**config.mk**
```make
export PLATFORM = sky130hd
export DESIGN_NAME = ivpm_top
export DESIGN_NICKNAME = d
export VERILOG_FILES = /design/src/rtl/ivpm_pkg.sv /design/src/rtl/ivpm_flag.sv /design/src/rtl/ivpm_top.sv
export SDC_FILE = /design/constraint.sdc
export NUM_CORES = 1
export LEC_CHECK = 0
export ABC_AREA = 0
export BUFFER_PORTS_ARGS = -buffer_cell sky130_fd_sc_hd__buf_2
export CAP_MARGIN = 20
export CORE_UTILIZATION = 56
export CTS_CLUSTER_SIZE = 8
export DETAILED_ROUTE_END_ITERATION = 8
export HOLD_SLACK_MARGIN = 0.12
export PLACE_DENSITY_LB_ADDON = 0.25
export SYNTH_ARGS = -nofsm -noshare
export SYNTH_HDL_FRONTEND = slang
export SYNTH_SLANG_ARGS = --single-unit
```
**constraint.sdc**
```tcl
create_clock -name clk -period 40.4 [get_ports clk]
set_clock_uncertainty 0.2 [all_clocks]
set_input_delay 2.02 -clock clk [delete_from_list [all_inputs] [get_ports clk]]
set_output_delay 2.02 -clock clk [all_outputs]
set_load 0.02 [all_outputs]
```
**src/rtl/ivpm_pkg.sv**
```systemverilog
package ivpm_pkg;

  // request map shape
  localparam int          NUM_REQ     = 24;
  localparam int          LEVEL_REGS  = 6;
  localparam logic [15:0] VEC_TOP     = 16'hfffa;

  // request numbers of the wired sources
  localparam logic [4:0]  REQ_EXT4    = 5'h00;
  localparam logic [4:0]  REQ_EXT5    = 5'h01;
  localparam logic [4:0]  REQ_EXT26   = 5'h02;
  localparam logic [4:0]  REQ_EXT37   = 5'h03;
  localparam logic [4:0]  REQ_TMR0_LO = 5'h05;
  localparam logic [4:0]  REQ_TMR0_HI = 5'h06;
  localparam logic [4:0]  REQ_UART_RX = 5'h07;
  localparam logic [4:0]  REQ_UART_TX = 5'h08;
  localparam logic [4:0]  REQ_TMR1_HI = 5'h0e;
  localparam logic [4:0]  REQ_ADC     = 5'h12;
  localparam logic [4:0]  REQ_TBT     = 5'h13;
  localparam logic [4:0]  REQ_WATCH   = 5'h14;
  localparam logic [4:0]  REQ_TMR1_LO = 5'h16;
  localparam logic [4:0]  REQ_FLASH   = 5'h17;

  // one bit per request that has a source behind it
  localparam logic [23:0] REQ_USED    = 24'hdc41ef;

  // register word indices; byte address is four times the index
  localparam logic [9:0]  IDX_STATUS  = 10'h000;
  localparam logic [9:0]  IDX_ENABLE  = 10'h001;
  localparam logic [9:0]  IDX_CLEAR   = 10'h002;
  localparam logic [9:0]  IDX_WINNER  = 10'h003;
  localparam logic [9:0]  IDX_LEVEL0  = 10'h079;
  localparam logic [9:0]  IDX_LEVEL5  = 10'h07e;

  // values after reset
  localparam logic [7:0]  LEVEL_RESET  = 8'hff;
  localparam logic [23:0] ENABLE_RESET = 24'h000000;

  // axi responses
  localparam logic [1:0]  RESP_OKAY   = 2'h0;
  localparam logic [1:0]  RESP_SLVERR = 2'h2;

  // peripheral request lines, one level each, same clock
  typedef struct packed {
    logic ext_ch2;
    logic ext_ch3;
    logic ext_ch4;
    logic ext_ch5;
    logic ext_ch6;
    logic ext_ch7;
    logic tmr0_lo;
    logic tmr0_hi;
    logic tmr1_lo;
    logic tmr1_hi;
    logic uart_rx;
    logic uart_tx;
    logic adc;
    logic tbt;
    logic watch;
    logic flash;
  } ivpm_src_t;

  // winning request offered to the cpu core
  typedef struct packed {
    logic        valid;
    logic [4:0]  num;
    logic [1:0]  level;
    logic [15:0] vec_upper;
    logic [15:0] vec_lower;
  } ivpm_req_t;

endpackage

```
**src/rtl/ivpm_flag.sv**
```systemverilog
`timescale 1ns/1ns
// sticky pending flag, set on the rising edge of its source
module ivpm_flag #(
  parameter bit USED = 1'b1
) (
  input  wire logic clk,
  input  wire logic rst,
  input  wire logic src,
  input  wire logic clr,
  output logic      flag
);

  logic src_d;
  logic set;

  // unused slots never see a set, so they stay low forever
  assign set = USED && src && !src_d;

  // previous source level for the edge detector
  always_ff @(posedge clk) begin
    if (rst) begin
      src_d <= 1'b0;
    end else begin
      src_d <= src;
    end
  end

  // set wins over a clear in the same cycle so no event is lost
  always_ff @(posedge clk) begin
    if (rst) begin
      flag <= 1'b0;
    end else begin
      flag <= set | (flag & ~clr);
    end
  end

endmodule

```
**src/rtl/ivpm_top.sv**
```systemverilog
// Design decisions made here: the address map and the AXI4-Lite register port.
`timescale 1ns/1ns
// Function
// - ext channel 4 is request 0, vector FFFA/FFFB, request 0 wins ties
// - ext channel 5 is request 1, vector FFF8/FFF9
// - ext channels 2 and 6 share request 2, vector FFF6/FFF7
// - ext channels 3 and 7 share request 3, vector FFF4/FFF5
// - timer 0 lower half is request 5, vector FFF0/FFF1
// - timer 0 upper half is request 6, vector FFEE/FFEF
// - timer 1 upper half is request 14, vector FFDE/FFDF
// - timer 1 lower half is request 22, vector FFCE/FFCF
// - level register 5 at index 007E, read/write, resets to all ones
module ivpm_top (
  input  wire logic                clk,
  input  wire logic                rst,
  input  wire ivpm_pkg::ivpm_src_t src,
  input  wire logic                cpu_ack,
  output ivpm_pkg::ivpm_req_t      req,
  output logic                     irq,
  input  wire logic [11:0]         s_axi_awaddr,
  input  wire logic                s_axi_awvalid,
  output logic                     s_axi_awready,
  input  wire logic [31:0]         s_axi_wdata,
  input  wire logic [3:0]          s_axi_wstrb,
  input  wire logic                s_axi_wvalid,
  output logic                     s_axi_wready,
  output logic [1:0]               s_axi_bresp,
  output logic                     s_axi_bvalid,
  input  wire logic                s_axi_bready,
  input  wire logic [11:0]         s_axi_araddr,
  input  wire logic                s_axi_arvalid,
  output logic                     s_axi_arready,
  output logic [31:0]              s_axi_rdata,
  output logic [1:0]               s_axi_rresp,
  output logic                     s_axi_rvalid,
  input  wire logic                s_axi_rready
);

  logic [23:0]         req_line;
  logic [23:0]         status;
  logic [23:0]         enable;
  logic [23:0]         clr_vec;
  logic [23:0]         sw_clr;
  logic [23:0]         pending;
  logic [7:0]          ilr [ivpm_pkg::LEVEL_REGS];
  logic [1:0]          lvl [ivpm_pkg::NUM_REQ];
  ivpm_pkg::ivpm_req_t next_req;
  logic                aw_held;
  logic                w_held;
  logic [9:0]          aw_idx;
  logic [31:0]         w_data;
  logic [3:0]          w_strb;
  logic [31:0]         wr_mask;
  logic                wr_fire;
  logic                wr_hit;
  logic [9:0]          ar_idx;
  logic [31:0]         rd_word;
  logic                rd_hit;

  // source to request routing; merged channels are or-ed together
  always_comb begin
    req_line                        = 24'h000000;
    req_line[ivpm_pkg::REQ_EXT4]    = src.ext_ch4;
    req_line[ivpm_pkg::REQ_EXT5]    = src.ext_ch5;
    req_line[ivpm_pkg::REQ_EXT26]   = src.ext_ch2 | src.ext_ch6;
    req_line[ivpm_pkg::REQ_EXT37]   = src.ext_ch3 | src.ext_ch7;
    req_line[ivpm_pkg::REQ_TMR0_LO] = src.tmr0_lo;
    req_line[ivpm_pkg::REQ_TMR0_HI] = src.tmr0_hi;
    req_line[ivpm_pkg::REQ_TMR1_HI] = src.tmr1_hi;
    req_line[ivpm_pkg::REQ_TMR1_LO] = src.tmr1_lo;
    req_line[ivpm_pkg::REQ_UART_RX] = src.uart_rx;
    req_line[ivpm_pkg::REQ_UART_TX] = src.uart_tx;
    req_line[ivpm_pkg::REQ_ADC]     = src.adc;
    req_line[ivpm_pkg::REQ_TBT]     = src.tbt;
    req_line[ivpm_pkg::REQ_WATCH]   = src.watch;
    req_line[ivpm_pkg::REQ_FLASH]   = src.flash;
  end

  // cleared by software through the clear register or by a cpu take
  always_comb begin
    clr_vec = sw_clr;
    if (cpu_ack && req.valid) begin
      clr_vec[req.num] = 1'b1;
    end
  end

  // one sticky flag per request; unused slots are built dead
  for (genvar n = 0; n < ivpm_pkg::NUM_REQ; n++) begin : g_flag
    ivpm_flag #(
      .USED (ivpm_pkg::REQ_USED[n])
    ) u_flag (
      .clk  (clk),
      .rst  (rst),
      .src  (req_line[n]),
      .clr  (clr_vec[n]),
      .flag (status[n])
    );
    // four two-bit level fields per level register
    assign lvl[n] = ilr[n / 4][2 * (n % 4) +: 2];
  end

  assign pending = status & enable;
  assign irq     = |pending;

  // lowest level value wins; scanning downward lets low numbers win ties
  always_comb begin
    next_req = '0;
    for (int n = ivpm_pkg::NUM_REQ - 1; n >= 0; n--) begin
      if (pending[n] && (!next_req.valid || lvl[n] <= next_req.level)) begin
        next_req.valid = 1'b1;
        next_req.num   = 5'(n);
        next_req.level = lvl[n];
      end
    end
    next_req.vec_upper = ivpm_pkg::VEC_TOP - {10'h000, next_req.num, 1'b0};
    next_req.vec_lower = next_req.vec_upper | 16'h0001;
  end

  // registered so the core sees a stable vector for a whole cycle
  always_ff @(posedge clk) begin
    if (rst) begin
      req <= '0;
    end else begin
      req <= next_req;
    end
  end

  // write channel capture; address and data may arrive in either order
  assign s_axi_awready = !aw_held && !s_axi_bvalid;
  assign s_axi_wready  = !w_held && !s_axi_bvalid;
  assign wr_fire       = aw_held && w_held && !s_axi_bvalid;

  // byte lanes that a write may touch; unstrobed lanes keep their value
  assign wr_mask = {{8{w_strb[3]}}, {8{w_strb[2]}}, {8{w_strb[1]}},
                    {8{w_strb[0]}}};

  always_ff @(posedge clk) begin
    if (rst) begin
      aw_held <= 1'b0;
      aw_idx  <= 10'h000;
    end else if (s_axi_awvalid && s_axi_awready) begin
      aw_held <= 1'b1;
      aw_idx  <= s_axi_awaddr[11:2];
    end else if (wr_fire) begin
      aw_held <= 1'b0;
    end
  end

  always_ff @(posedge clk) begin
    if (rst) begin
      w_held <= 1'b0;
      w_data <= 32'h00000000;
      w_strb <= 4'h0;
    end else if (s_axi_wvalid && s_axi_wready) begin
      w_held <= 1'b1;
      w_data <= s_axi_wdata;
      w_strb <= s_axi_wstrb;
    end else if (wr_fire) begin
      w_held <= 1'b0;
    end
  end

  // status and winner are read only; writes to them are decode misses
  assign wr_hit = (aw_idx == ivpm_pkg::IDX_ENABLE) ||
                  (aw_idx == ivpm_pkg::IDX_CLEAR) ||
                  (aw_idx >= ivpm_pkg::IDX_LEVEL0 &&
                   aw_idx <= ivpm_pkg::IDX_LEVEL5);

  // write response holds until the master takes it
  always_ff @(posedge clk) begin
    if (rst) begin
      s_axi_bvalid <= 1'b0;
      s_axi_bresp  <= ivpm_pkg::RESP_OKAY;
    end else if (wr_fire) begin
      s_axi_bvalid <= 1'b1;
      s_axi_bresp  <= wr_hit ? ivpm_pkg::RESP_OKAY : ivpm_pkg::RESP_SLVERR;
    end else if (s_axi_bready) begin
      s_axi_bvalid <= 1'b0;
    end
  end

  // clear is write-one-to-clear and lasts only the write cycle
  always_comb begin
    sw_clr = 24'h000000;
    if (wr_fire && aw_idx == ivpm_pkg::IDX_CLEAR) begin
      sw_clr = w_data[23:0] & wr_mask[23:0];
    end
  end

  always_ff @(posedge clk) begin
    if (rst) begin
      enable <= ivpm_pkg::ENABLE_RESET;
    end else if (wr_fire && aw_idx == ivpm_pkg::IDX_ENABLE) begin
      enable <= (enable & ~wr_mask[23:0]) | (w_data[23:0] & wr_mask[23:0]);
    end
  end

  // level registers: eight bits each, only lane 0 carries data
  always_ff @(posedge clk) begin
    if (rst) begin
      for (int k = 0; k < ivpm_pkg::LEVEL_REGS; k++) begin
        ilr[k] <= ivpm_pkg::LEVEL_RESET;
      end
    end else if (wr_fire && w_strb[0]) begin
      for (int k = 0; k < ivpm_pkg::LEVEL_REGS; k++) begin
        if (aw_idx == ivpm_pkg::IDX_LEVEL0 + 10'(k)) begin
          ilr[k] <= w_data[7:0];
        end
      end
    end
  end

  // read decode; clear register reads back as zero
  always_comb begin
    rd_word = 32'h00000000;
    rd_hit  = 1'b1;
    case (ar_idx)
      ivpm_pkg::IDX_STATUS: rd_word = {8'h00, status};
      ivpm_pkg::IDX_ENABLE: rd_word = {8'h00, enable};
      ivpm_pkg::IDX_CLEAR:  rd_word = 32'h00000000;
      ivpm_pkg::IDX_WINNER: rd_word = {24'h000000, req.valid, req.level,
                                       req.num};
      default: begin
        rd_hit = 1'b0;
        for (int k = 0; k < ivpm_pkg::LEVEL_REGS; k++) begin
          if (ar_idx == ivpm_pkg::IDX_LEVEL0 + 10'(k)) begin
            rd_word = {24'h000000, ilr[k]};
            rd_hit  = 1'b1;
          end
        end
      end
    endcase
  end

  assign ar_idx        = s_axi_araddr[11:2];
  assign s_axi_arready = !s_axi_rvalid;

  // one read in flight; data captured at the address handshake
  always_ff @(posedge clk) begin
    if (rst) begin
      s_axi_rvalid <= 1'b0;
      s_axi_rdata  <= 32'h00000000;
      s_axi_rresp  <= ivpm_pkg::RESP_OKAY;
    end else if (s_axi_arvalid && s_axi_arready) begin
      s_axi_rvalid <= 1'b1;
      s_axi_rdata  <= rd_word;
      s_axi_rresp  <= rd_hit ? ivpm_pkg::RESP_OKAY : ivpm_pkg::RESP_SLVERR;
    end else if (s_axi_rready) begin
      s_axi_rvalid <= 1'b0;
    end
  end
endmodule

```
Yosys cells after proc, flatten, opt, wreduce, memory -nomap -nowiden --
Memory sizes are Yosys's and may differ from the RTL's. Cells that the tools add are included.
Word-level totals: register bits 163, bits in latches 0, bits in writable memories 48, memory bits (read-only) 0, input bits 84, output and inout port bits 82, word-level logic and storage cells 384, memories kept 1
Memories:
- ilr | depth 6, bits a word 8, rd ports 6, clocked after Yosys merged registers in 0, wr ports 6, RTL line ivpm_top.sv:45 | logic [7:0] ilr [ivpm_pkg::LEVEL_REGS];
Operators by class: $add $sub $neg 1, $mul 0, div/mod/pow operators 0, magnitude comparators 27, equal/unequal tests 17, shifts and indexed selects 0, muxes and demuxes 84, bitwise gates (word level) 76, reduce and logical (&&, ||, !) cells 123
Operators with widths (count):
- $mux W8 | 31
- $mux W32 | 5
- $pmux W32 S4 | 1
- $eq A10 B7 Y1 const B | 12
- $and A24 B24 Y24 | 3
- $logic_and A1 B1 Y1 | 50
- $mux W24 | 2
- $or A24 B24 Y24 | 2
- $le A2 B2 Y1 | 23
- $mux W1 | 42
- $logic_not A1 Y1 | 41
- $eq A10 B2 Y1 const B | 3
- $logic_or A1 B1 Y1 | 25
- $and A1 B1 Y1 | 24
- $not A1 Y1 | 24
- $not A24 Y24 | 1
- $reduce_or A24 Y1 | 1
- $or A1 B1 Y1 | 22
- $eq A10 B1 Y1 const B | 2
- $ge A10 B7 Y1 const B | 1
- $le A10 B7 Y1 const B | 1
- $logic_not A10 Y1 | 1
- $reduce_bool A2 Y1 | 4
- $sub A4 B7 Y8 const A | 1
- 5 further kinds | 6

Longest topological paths before layout --
Gate-level depths: netlist of run 1.
word-level depth 95, gate-level depth with buffers 159, mapped depth without buffers 157

Hierarchy --
Synthesis of run 1 repeated with hierarchy kept, for this count alone.
Second synthesis, totals: cell total of the unflattened synthesis 1248, area total of the unflattened synthesis 10794.1 sq um
Modules (own cells, without submodules):
- ivpm_top | times used 1, cells each 1144, area each 9522.9 sq um
- ivpm_flag at g_flag[0].u_flag ... | times used 14, cells each 6, area each 67.6 sq um
- ivpm_flag at g_flag[10].u_flag ... | times used 10, cells each 2, area each 32.5 sq um

Least setup slack after synthesis of run 1 --
No wires, ideal clock.
path kind register -> register, start register g_flag[23].u_flag.flag, end register req[20] in the netlist's numbering, data arrival time 28.419 ns, slack 11.649 ns, stages on the path, launching flop included 154, period minus slack after synthesis 28.751 ns, path through dfxtp_1 > buf_6 > nand3_1 > ha_1 > nor2b_1 > o2111a_1 > o21bai_1 > and2_1 > ha_1 > nor2b_1 > o211ai_2 > nand3_1 > a32oi_1 > inv_1 > ha_1 > nand2b_1 > a221o_1 > and2_1 > [... 118 more ...] > a31oi_1 > ha_1 > inv_1 > a21oi_1 > a21oi_1 > a21oi_1 > mux2_2 > ha_1 > nand2_1 > o21ai_0 > o21bai_1 > nand2b_1 > a21oi_1 > and2_1 > and2_1 > ha_1 > o21a_1 > nor3_1
RTL lines:
- from (decl) | RTL line ivpm_flag.sv:10 | output logic flag
- from (signal assigned) | RTL line ivpm_flag.sv:33 | flag <= set | (flag & ~clr);
- to (signal assigned) | RTL line ivpm_top.sv:124 | req <= next_req;
- to (decl) | RTL line ivpm_top.sv:18 | output ivpm_pkg::ivpm_req_t req,

Worst setup path in the final report of run 1 --
start register g_flag[23].u_flag.flag, end register req[37] in the netlist's numbering
On the way: cells in the longest elaborated chain, start to end 94, elaborated cells between the ends (all ways) 117, classes of those cells order compare (23); mux (24); bitwise (1); reduce/logical (69)
RTL lines:
- $and A24 B24 Y24 * | RTL line ivpm_top.sv:102 | assign pending = status & enable;
- $mux W8 * | RTL line ivpm_top.sv:109 | if (pending[n] && (!next_req.valid || lvl[n] <= next_req.level)) begin
- $le A2 B2 Y1 / $logic_not A1 Y1 (equally long branches) | RTL line ivpm_top.sv:109
- $logic_or A1 B1 Y1 | RTL line ivpm_top.sv:109
- $logic_and A1 B1 Y1 | RTL line ivpm_top.sv:109
- $mux W8 * | RTL line ivpm_top.sv:109
- $le A2 B2 Y1 / $logic_not A1 Y1 (equally long branches) | RTL line ivpm_top.sv:109
- $logic_or A1 B1 Y1 | RTL line ivpm_top.sv:109
- [... 78 more ...]
- $le A2 B2 Y1 / $logic_not A1 Y1 (equally long branches) | RTL line ivpm_top.sv:109
- $logic_or A1 B1 Y1 | RTL line ivpm_top.sv:109
- $logic_and A1 B1 Y1 | RTL line ivpm_top.sv:109
- $mux W8 * | RTL line ivpm_top.sv:109
- $le A2 B2 Y1 / $logic_not A1 Y1 (equally long branches) | RTL line ivpm_top.sv:109
- $logic_or A1 B1 Y1 | RTL line ivpm_top.sv:109
- $logic_and A1 B1 Y1 | RTL line ivpm_top.sv:109
- $mux W8 * | RTL line ivpm_top.sv:109
Every way passes the cells marked *; elsewhere a longest branch is shown, timed or not. A chain may end at the register's enable or synchronous reset.

==> results of run 1 <==
==> power breakdown <==
group / internal, mW / switching, mW / total [mW]
Combinational: 0.0112 / 0.0198 / 0.0311
Clock: 0.0869 / 0.0877 / 0.175
Sequential: 0.202 / 0.00721 / 0.209
==> per-layer routing <==
| layer | GRT usage [%] | vias up | routed length, um |
|---|---|---|---|
| met3 | 5.093 | 59 | 2609 |
| met4 | 11.63 | 0 | 834 |
| met1 | 44.76 | 4538 | 13800 |
| met2 | 48.29 | 469 | 13470 |
| li1 | - | 4644 | - |
| met5 | 0 | - | 0 |
==> worst reg2reg max path, delay by kind of cell, from the launching register on <==
family | cells | cell delay (ns)
flops | 1 | 0.52
compound gates | 64 | 14.67
mux | 9 | 3.05
fa+ha+maj | 25 | 6.86
buf+inv | 3 | 0.38
simple gates | 48 | 7.98
==> kinds of logic (layout without fill, tap and decap cells) <==
logic type / Yosys count / after routing / share of synthesized area (%)
flops: 192 / 192 / 40.65
fa+ha+maj: 33 / 33 / 3.834
other cells: 1 / 11 / 0.03525
mux: 68 / 68 / 6.857
simple gates: 536 / 536 / 23.75
buf+inv: 127 / 223 / 5.857
compound gates: 289 / 289 / 19.02
==> per-stage QoR <==
stage | instances | setup slack [ns] | util (%) | hold WS (ns) | power, mW
final | 1586 | 6.615 | 63.89 | 0.2199 | 0.4150
after global routing | 1586 | 4.297 | 63.89 | 0.2269 | 0.4256
after CTS | 1583 | 7.059 | 63.77 | 0.2227 | 0.4145
after detailed placement | 1551 | 7.206 | 60.42 | 0.2108 | 0.2441
after global placement | 1551 | 7.813 | 60.42 | 0.2018 | 0.2432
after floorplan | 1256 | 11.65 | - | 0.1995 | 0.2337
==> synthesized netlist by cell type (5+ instances only) <==
cell type  instances  share of area [%]
a211oi_1           9               0.64
a21o_1             6               0.42
a21oi_1           83                3.9
a221oi_1          10               0.82
a222oi_1           5               0.47
a22oi_1           24                1.7
a31oi_1           16               0.94
a32oi_1            5               0.41
a41o_1            12                1.1
and2_1            23                1.4
buf_1             11               0.39
buf_4             37                2.6
clkbuf_1          39                1.4
dfxtp_1          144                 27
edfxtp_1          48                 14
ha_1              31                3.6
inv_1             37                1.3
mux2_2            23                2.4
mux2i_1           41                3.9
nand2_1          191                6.7
nand2b_1          27                1.6
nand3_1           17               0.80
nand4_1            9               0.53
nor2_1           133                4.7
nor2b_1           33                1.9
nor3_1            32                1.5
nor3b_1            6               0.42
o2111ai_1          6               0.49
o21a_1             7               0.49
o21ai_0           27                1.3
o21bai_1           5               0.35
o22ai_1           12               0.71
o31ai_1           12               0.85
or2_2             13               0.76
or3_1             33                1.9
==> final timing paths <==
path	start	to	slack (ns)	cells after the start
hold reg to reg	g_flag[3].u_flag.src_d$_SDFF_PP0_	g_flag[3].u_flag.flag$_SDFF_PP0_	0.22	1
setup / recovery	g_flag[23].u_flag.flag$_SDFF_PP0_	req[37]$_SDFF_PP0_	6.61	149
setup reg to reg	g_flag[23].u_flag.flag$_SDFF_PP0_	req[37]$_SDFF_PP0_	6.61	149
hold / removal	g_flag[3].u_flag.src_d$_SDFF_PP0_	g_flag[3].u_flag.flag$_SDFF_PP0_	0.22	1
==> placed cells by master, fill, tap and decap left out, types with 13 or more instances in the layout <==
master	n
a31oi_1	16
buf_2	142
mux2i_1	41
clkbuf_16	17
a22oi_1	24
nand3_1	17
nor2_1	133
edfxtp_1	48
ha_1	31
nand2_1	191
or2_2	13
nor3_1	31
nor2b_1	33
and2_1	23
o21ai_0	27
dfxtp_1	144
or3_1	33
nand2b_1	27
a21oi_1	83
mux2_2	23
inv_1	37
==> final cells by class <==
| class | instances | area share [%] |
|---|---|---|
| Timing Repair Buffer | 152 | 6.629 |
| Inverter | 39 | 1.229 |
| Clock buffer | 18 | 3.687 |
| Multi-Input combinational cell | 937 | 48.14 |
| Sequential cell | 192 | 36.31 |
| Tap cell | 234 | 2.458 |
| Clock inverter | 14 | 1.555 |
==> results.cfg, run 1 <==
[global_route]
grt_antenna_before_repair = 1
grt_pass1_vias = 8838
grt_overflow = 0
grt_max_degree = 70
grt_pass1_wl_um = 47590
gr-usage-all-layers_pct = 31.56

[finish]
fillCellCount = 1622
finalInstanceArea_um2 = 11910
regArea_um2 = 4324
area_growth_pct = 11.96
multi_input_area_um2 = 5733
layout.nets = 1454
insertedDiodeCount = 0
drive_gt1_share_pct = 17.60

[clocking]
cts_tree = done
post_cts_buffers = 0
clock_sinks = 192
cts_resized = 0
clockRootBuffer = clkbuf_16
numCtsBuffers = 17
holdBufCountCts = 0
clk_path_buf_depth = 2
clk_latency_ns = 0.44
cts.htree.levels = 4
path_clk_slew_ns = 0.08

[critical_path]
crit_fanout = 9
crit_buf_inv = 3
crit_top_cell = ha_1
end_kind = register
critPathArrivalTime_ns = 33.87
critPathRequiredTime_ns = 40.48
critPathMaxStageDelay_ns = 0.56
crit_family = compound AO/OA/AOI/OAI gates
crit_type = register to register
setup.worst_path.start_class = register
crit_slowest_cell = a32oi_1

[drt]
drc = 0
drt_wl_total_um = 30710
drt-initial-drc-count = 939
vias_per_cell = 6.122
ant_nets = 0
dr_total_vias = 9710
wire_per_inst_um = 19.36
first_pass_iters = 5

[die]
start_util_pct = 57.06
die_w_um = 139.8
pin_count = 166
core_um2 = 18640
std_cell_rows = 50
dieArea_um2 = 19550
die_height_um = 139.8

[pwr]
max-vdd-ir-drop_v = 0.00003245
p_leak_nw = 5.151
pwr_density_cell_nw_per_um2 = 34.84

[sta]
post-route-period-util_pct = 83.63
tightest_slew_ns = 1.063
slew_viol_final = 0
fin_tns_setup_ns = 0
setup_viol = 0
slew_headroom_pct = 28.37
layout_min_cycle_time_ns = 33.79
final_hold_viol_count = 0
max_freq_ghz = 0.02960
grt_setup_unrepaired = no

[place]
hpwl_um = 23020
place_congestion = 0.9381
dpl_cell_area_um2 = 11260
port_buffers = 141

[synth]
synth_flop_cell = dfxtp_1
yosysWarnings = 0
synth.avg_cell_area_um2 = 8.537
seq_area_frac_synth_pct = 40.65
synth_area_um2 = 10640
syn-instance-count = 1246
synth_cell_types = 76
async_reset_ff_share_pct = 0
synth_edf_count = 48
ys_seq_elements = 192

[flow_run]
maxCapViolations = 0

[run_status]
status = finished clean

[worst_hold_path]
hold_class = register to register
No activity file was read; power rests on OpenSTA's default activity.
==> inputs of run 2 (changes only) <==
Settings changed: CORE_UTILIZATION 56 to 52.
Clock period 40.4 ns to 28.4 ns, I/O delays scaled along.
==> run 2 against run 1 <==
Net effect:
- via count up 7.5%
- setup slack worse by 6.5 ns
- clock power up 41%
- non-clock buffer count up 137
- cell count up 11%
- highest routed layer unchanged
- global-route usage down 1.2 points
- sequential share of layout area down 5.1 points
- routed wire length up 10%
- critical endpoint is now req[20]$_SDFF_PP0_
==> results.cfg, run 2 (synthesis results as in run 1) <==
[place]
port_buffers = 141
placed_cells = 1669
hpwl_um = 23680
dpl_cell_area_um2 = 11990
place_congestion = 0.9530
pre_cts_ws_ns = -1.583

[finish]
drive_gt1_share_pct = 33.58
final_common_cell = nand2_1
finalInstanceArea_um2 = 13840
final_cell_mix = 185 x nand2_1, 142 x dfxtp_1, 142 x buf_2, 141 x buf_4, 113 x nor2_1
stdcell_count = 1755
area_growth_pct = 30.15
layout.nets = 1591

[die]
std_cell_rows = 51
core_um2 = 19780
die_w_um = 145.0
pin_count = 166
dieArea_um2 = 21030
start_util_pct = 53.78
die_height_um = 145.0

[pwr]
pwr_density_cell_nw_per_um2 = 42.51
p_leak_nw = 5.902
max-vdd-ir-drop_v = 0.00004632

[sta]
setup_viol = 0
final_hold_viol_count = 0
layout_min_cycle_time_ns = 28.31
setup_slack_ns = 0.09045
grt_setup_unrepaired = yes
slew_viol_final = 0
max_freq_ghz = 0.03532
fin_tns_setup_ns = 0
slew_headroom_pct = 29.66
post-route-period-util_pct = 99.68
tightest_slew_ns = 1.047

[critical_path]
crit_top_cell = ha_4
crit_slowest_cell = or4_4
r2r_start = ilr[5][7]$_SDFFCE_PN1P_
crit_type = register to register
startpoint = ilr[5][7]$_SDFFCE_PN1P_
setup.worst_path.start_class = register
crit_family = compound AO/OA/AOI/OAI gates
critPathRequiredTime_ns = 28.50
critPathArrivalTime_ns = 28.41
crit_buf_inv = 6
regToRegSetupSlack_ns = 0.09
crit_fanout = 4
end_kind = register
critPathMaxStageDelay_ns = 0.49

[drt]
drt-initial-drc-count = 928
first_pass_iters = 5
drc = 0
vias_per_cell = 5.946
ant_nets = 0
wire_per_inst_um = 19.28
dr_total_vias = 10440
drt_wl_total_um = 33840

[clocking]
clk_latency_ns = 0.45
path_clk_slew_ns = 0.08
cts.htree.levels = 4
numCtsBuffers = 17
cts_tree = done
holdBufCountCts = 0
clock_sinks = 192
clk_path_buf_depth = 2
clockRootBuffer = clkbuf_16

[global_route]
grt_pass1_wl_um = 50030
grt_antenna_before_repair = 0
grt_overflow = 0
grt_pass1_vias = 9298
grt_max_degree = 74
gr-usage-all-layers_pct = 30.39

[flow_run]
maxCapViolations = 0

[run_status]
status = finished clean

[worst_hold_path]
hold_class = register to register
hold_start = g_flag[2].u_flag.src_d$_SDFF_PP0_
-- run 2: timing repair --
action                                  4_1_cts  5_1_grt
endpoints found under the setup margin       11       11
buffers inserted                             30       22
resized for setup                            64      117
pin swaps                                    50       96
-- run 2: layout make-up --
class	count	area, um^2
multi-input cells	937	6594
fillers	1540	5937
flip-flops and latches	192	4327
repair buffers	289	1831
clock buffers	18	429.2
well taps	265	331.6
clock inverters	14	183.9
inverters	39	146.4
diodes	1	2.502
-- run 2: metrics by stage --
| step | hold WS, ns | utilization, % | power [mW] |
|---|---|---|---|
| after CTS | 0.2206 | 66.00 | 0.5883 |
| final | 0.2161 | 69.99 | 0.5886 |
| after global routing | 0.2456 | 69.97 | 0.6045 |
| after detailed placement | 0.2083 | 60.59 | 0.3475 |
| after floorplan | 0.1995 | - | 0.3324 |
| after global placement | 0.2014 | 60.54 | 0.3464 |
-- run 2: worst register-to-register path: cells and delay by family (launching register included) --
| family | cells | cell delay, ns |
|---|---|---|
| compound gates | 65 | 10.77 |
| mux | 10 | 3.02 |
| buf+inv | 6 | 0.66 |
| simple gates | 48 | 6.42 |
| fa+ha+maj | 26 | 6.68 |
| flops | 1 | 0.39 |
-- run 2: power by group --
group	switching, mW	internal (mW)	total (mW)
combinational	0.0283	0.0166	0.0449
clock	0.125	0.121	0.246
sequential	0.0101	0.287	0.298
-- run 2: path summary, 6_finish.rpt --
path,end,cells after the start
max,req[20]$_SDFF_PP0_,155
min,g_flag[2].u_flag.flag$_SDFF_PP0_,1
max reg2reg,req[20]$_SDFF_PP0_,155
min reg2reg,g_flag[2].u_flag.flag$_SDFF_PP0_,1
-- run 2: metal layers --
layer  up-vias  GRT usage (%)  routed length (um)
met5         -              0                   0
met4         0          11.81                1017
met3        74          4.874                2631
met2       485          47.38               15470
met1      4967          42.04               14720
li1       4910              -                   -
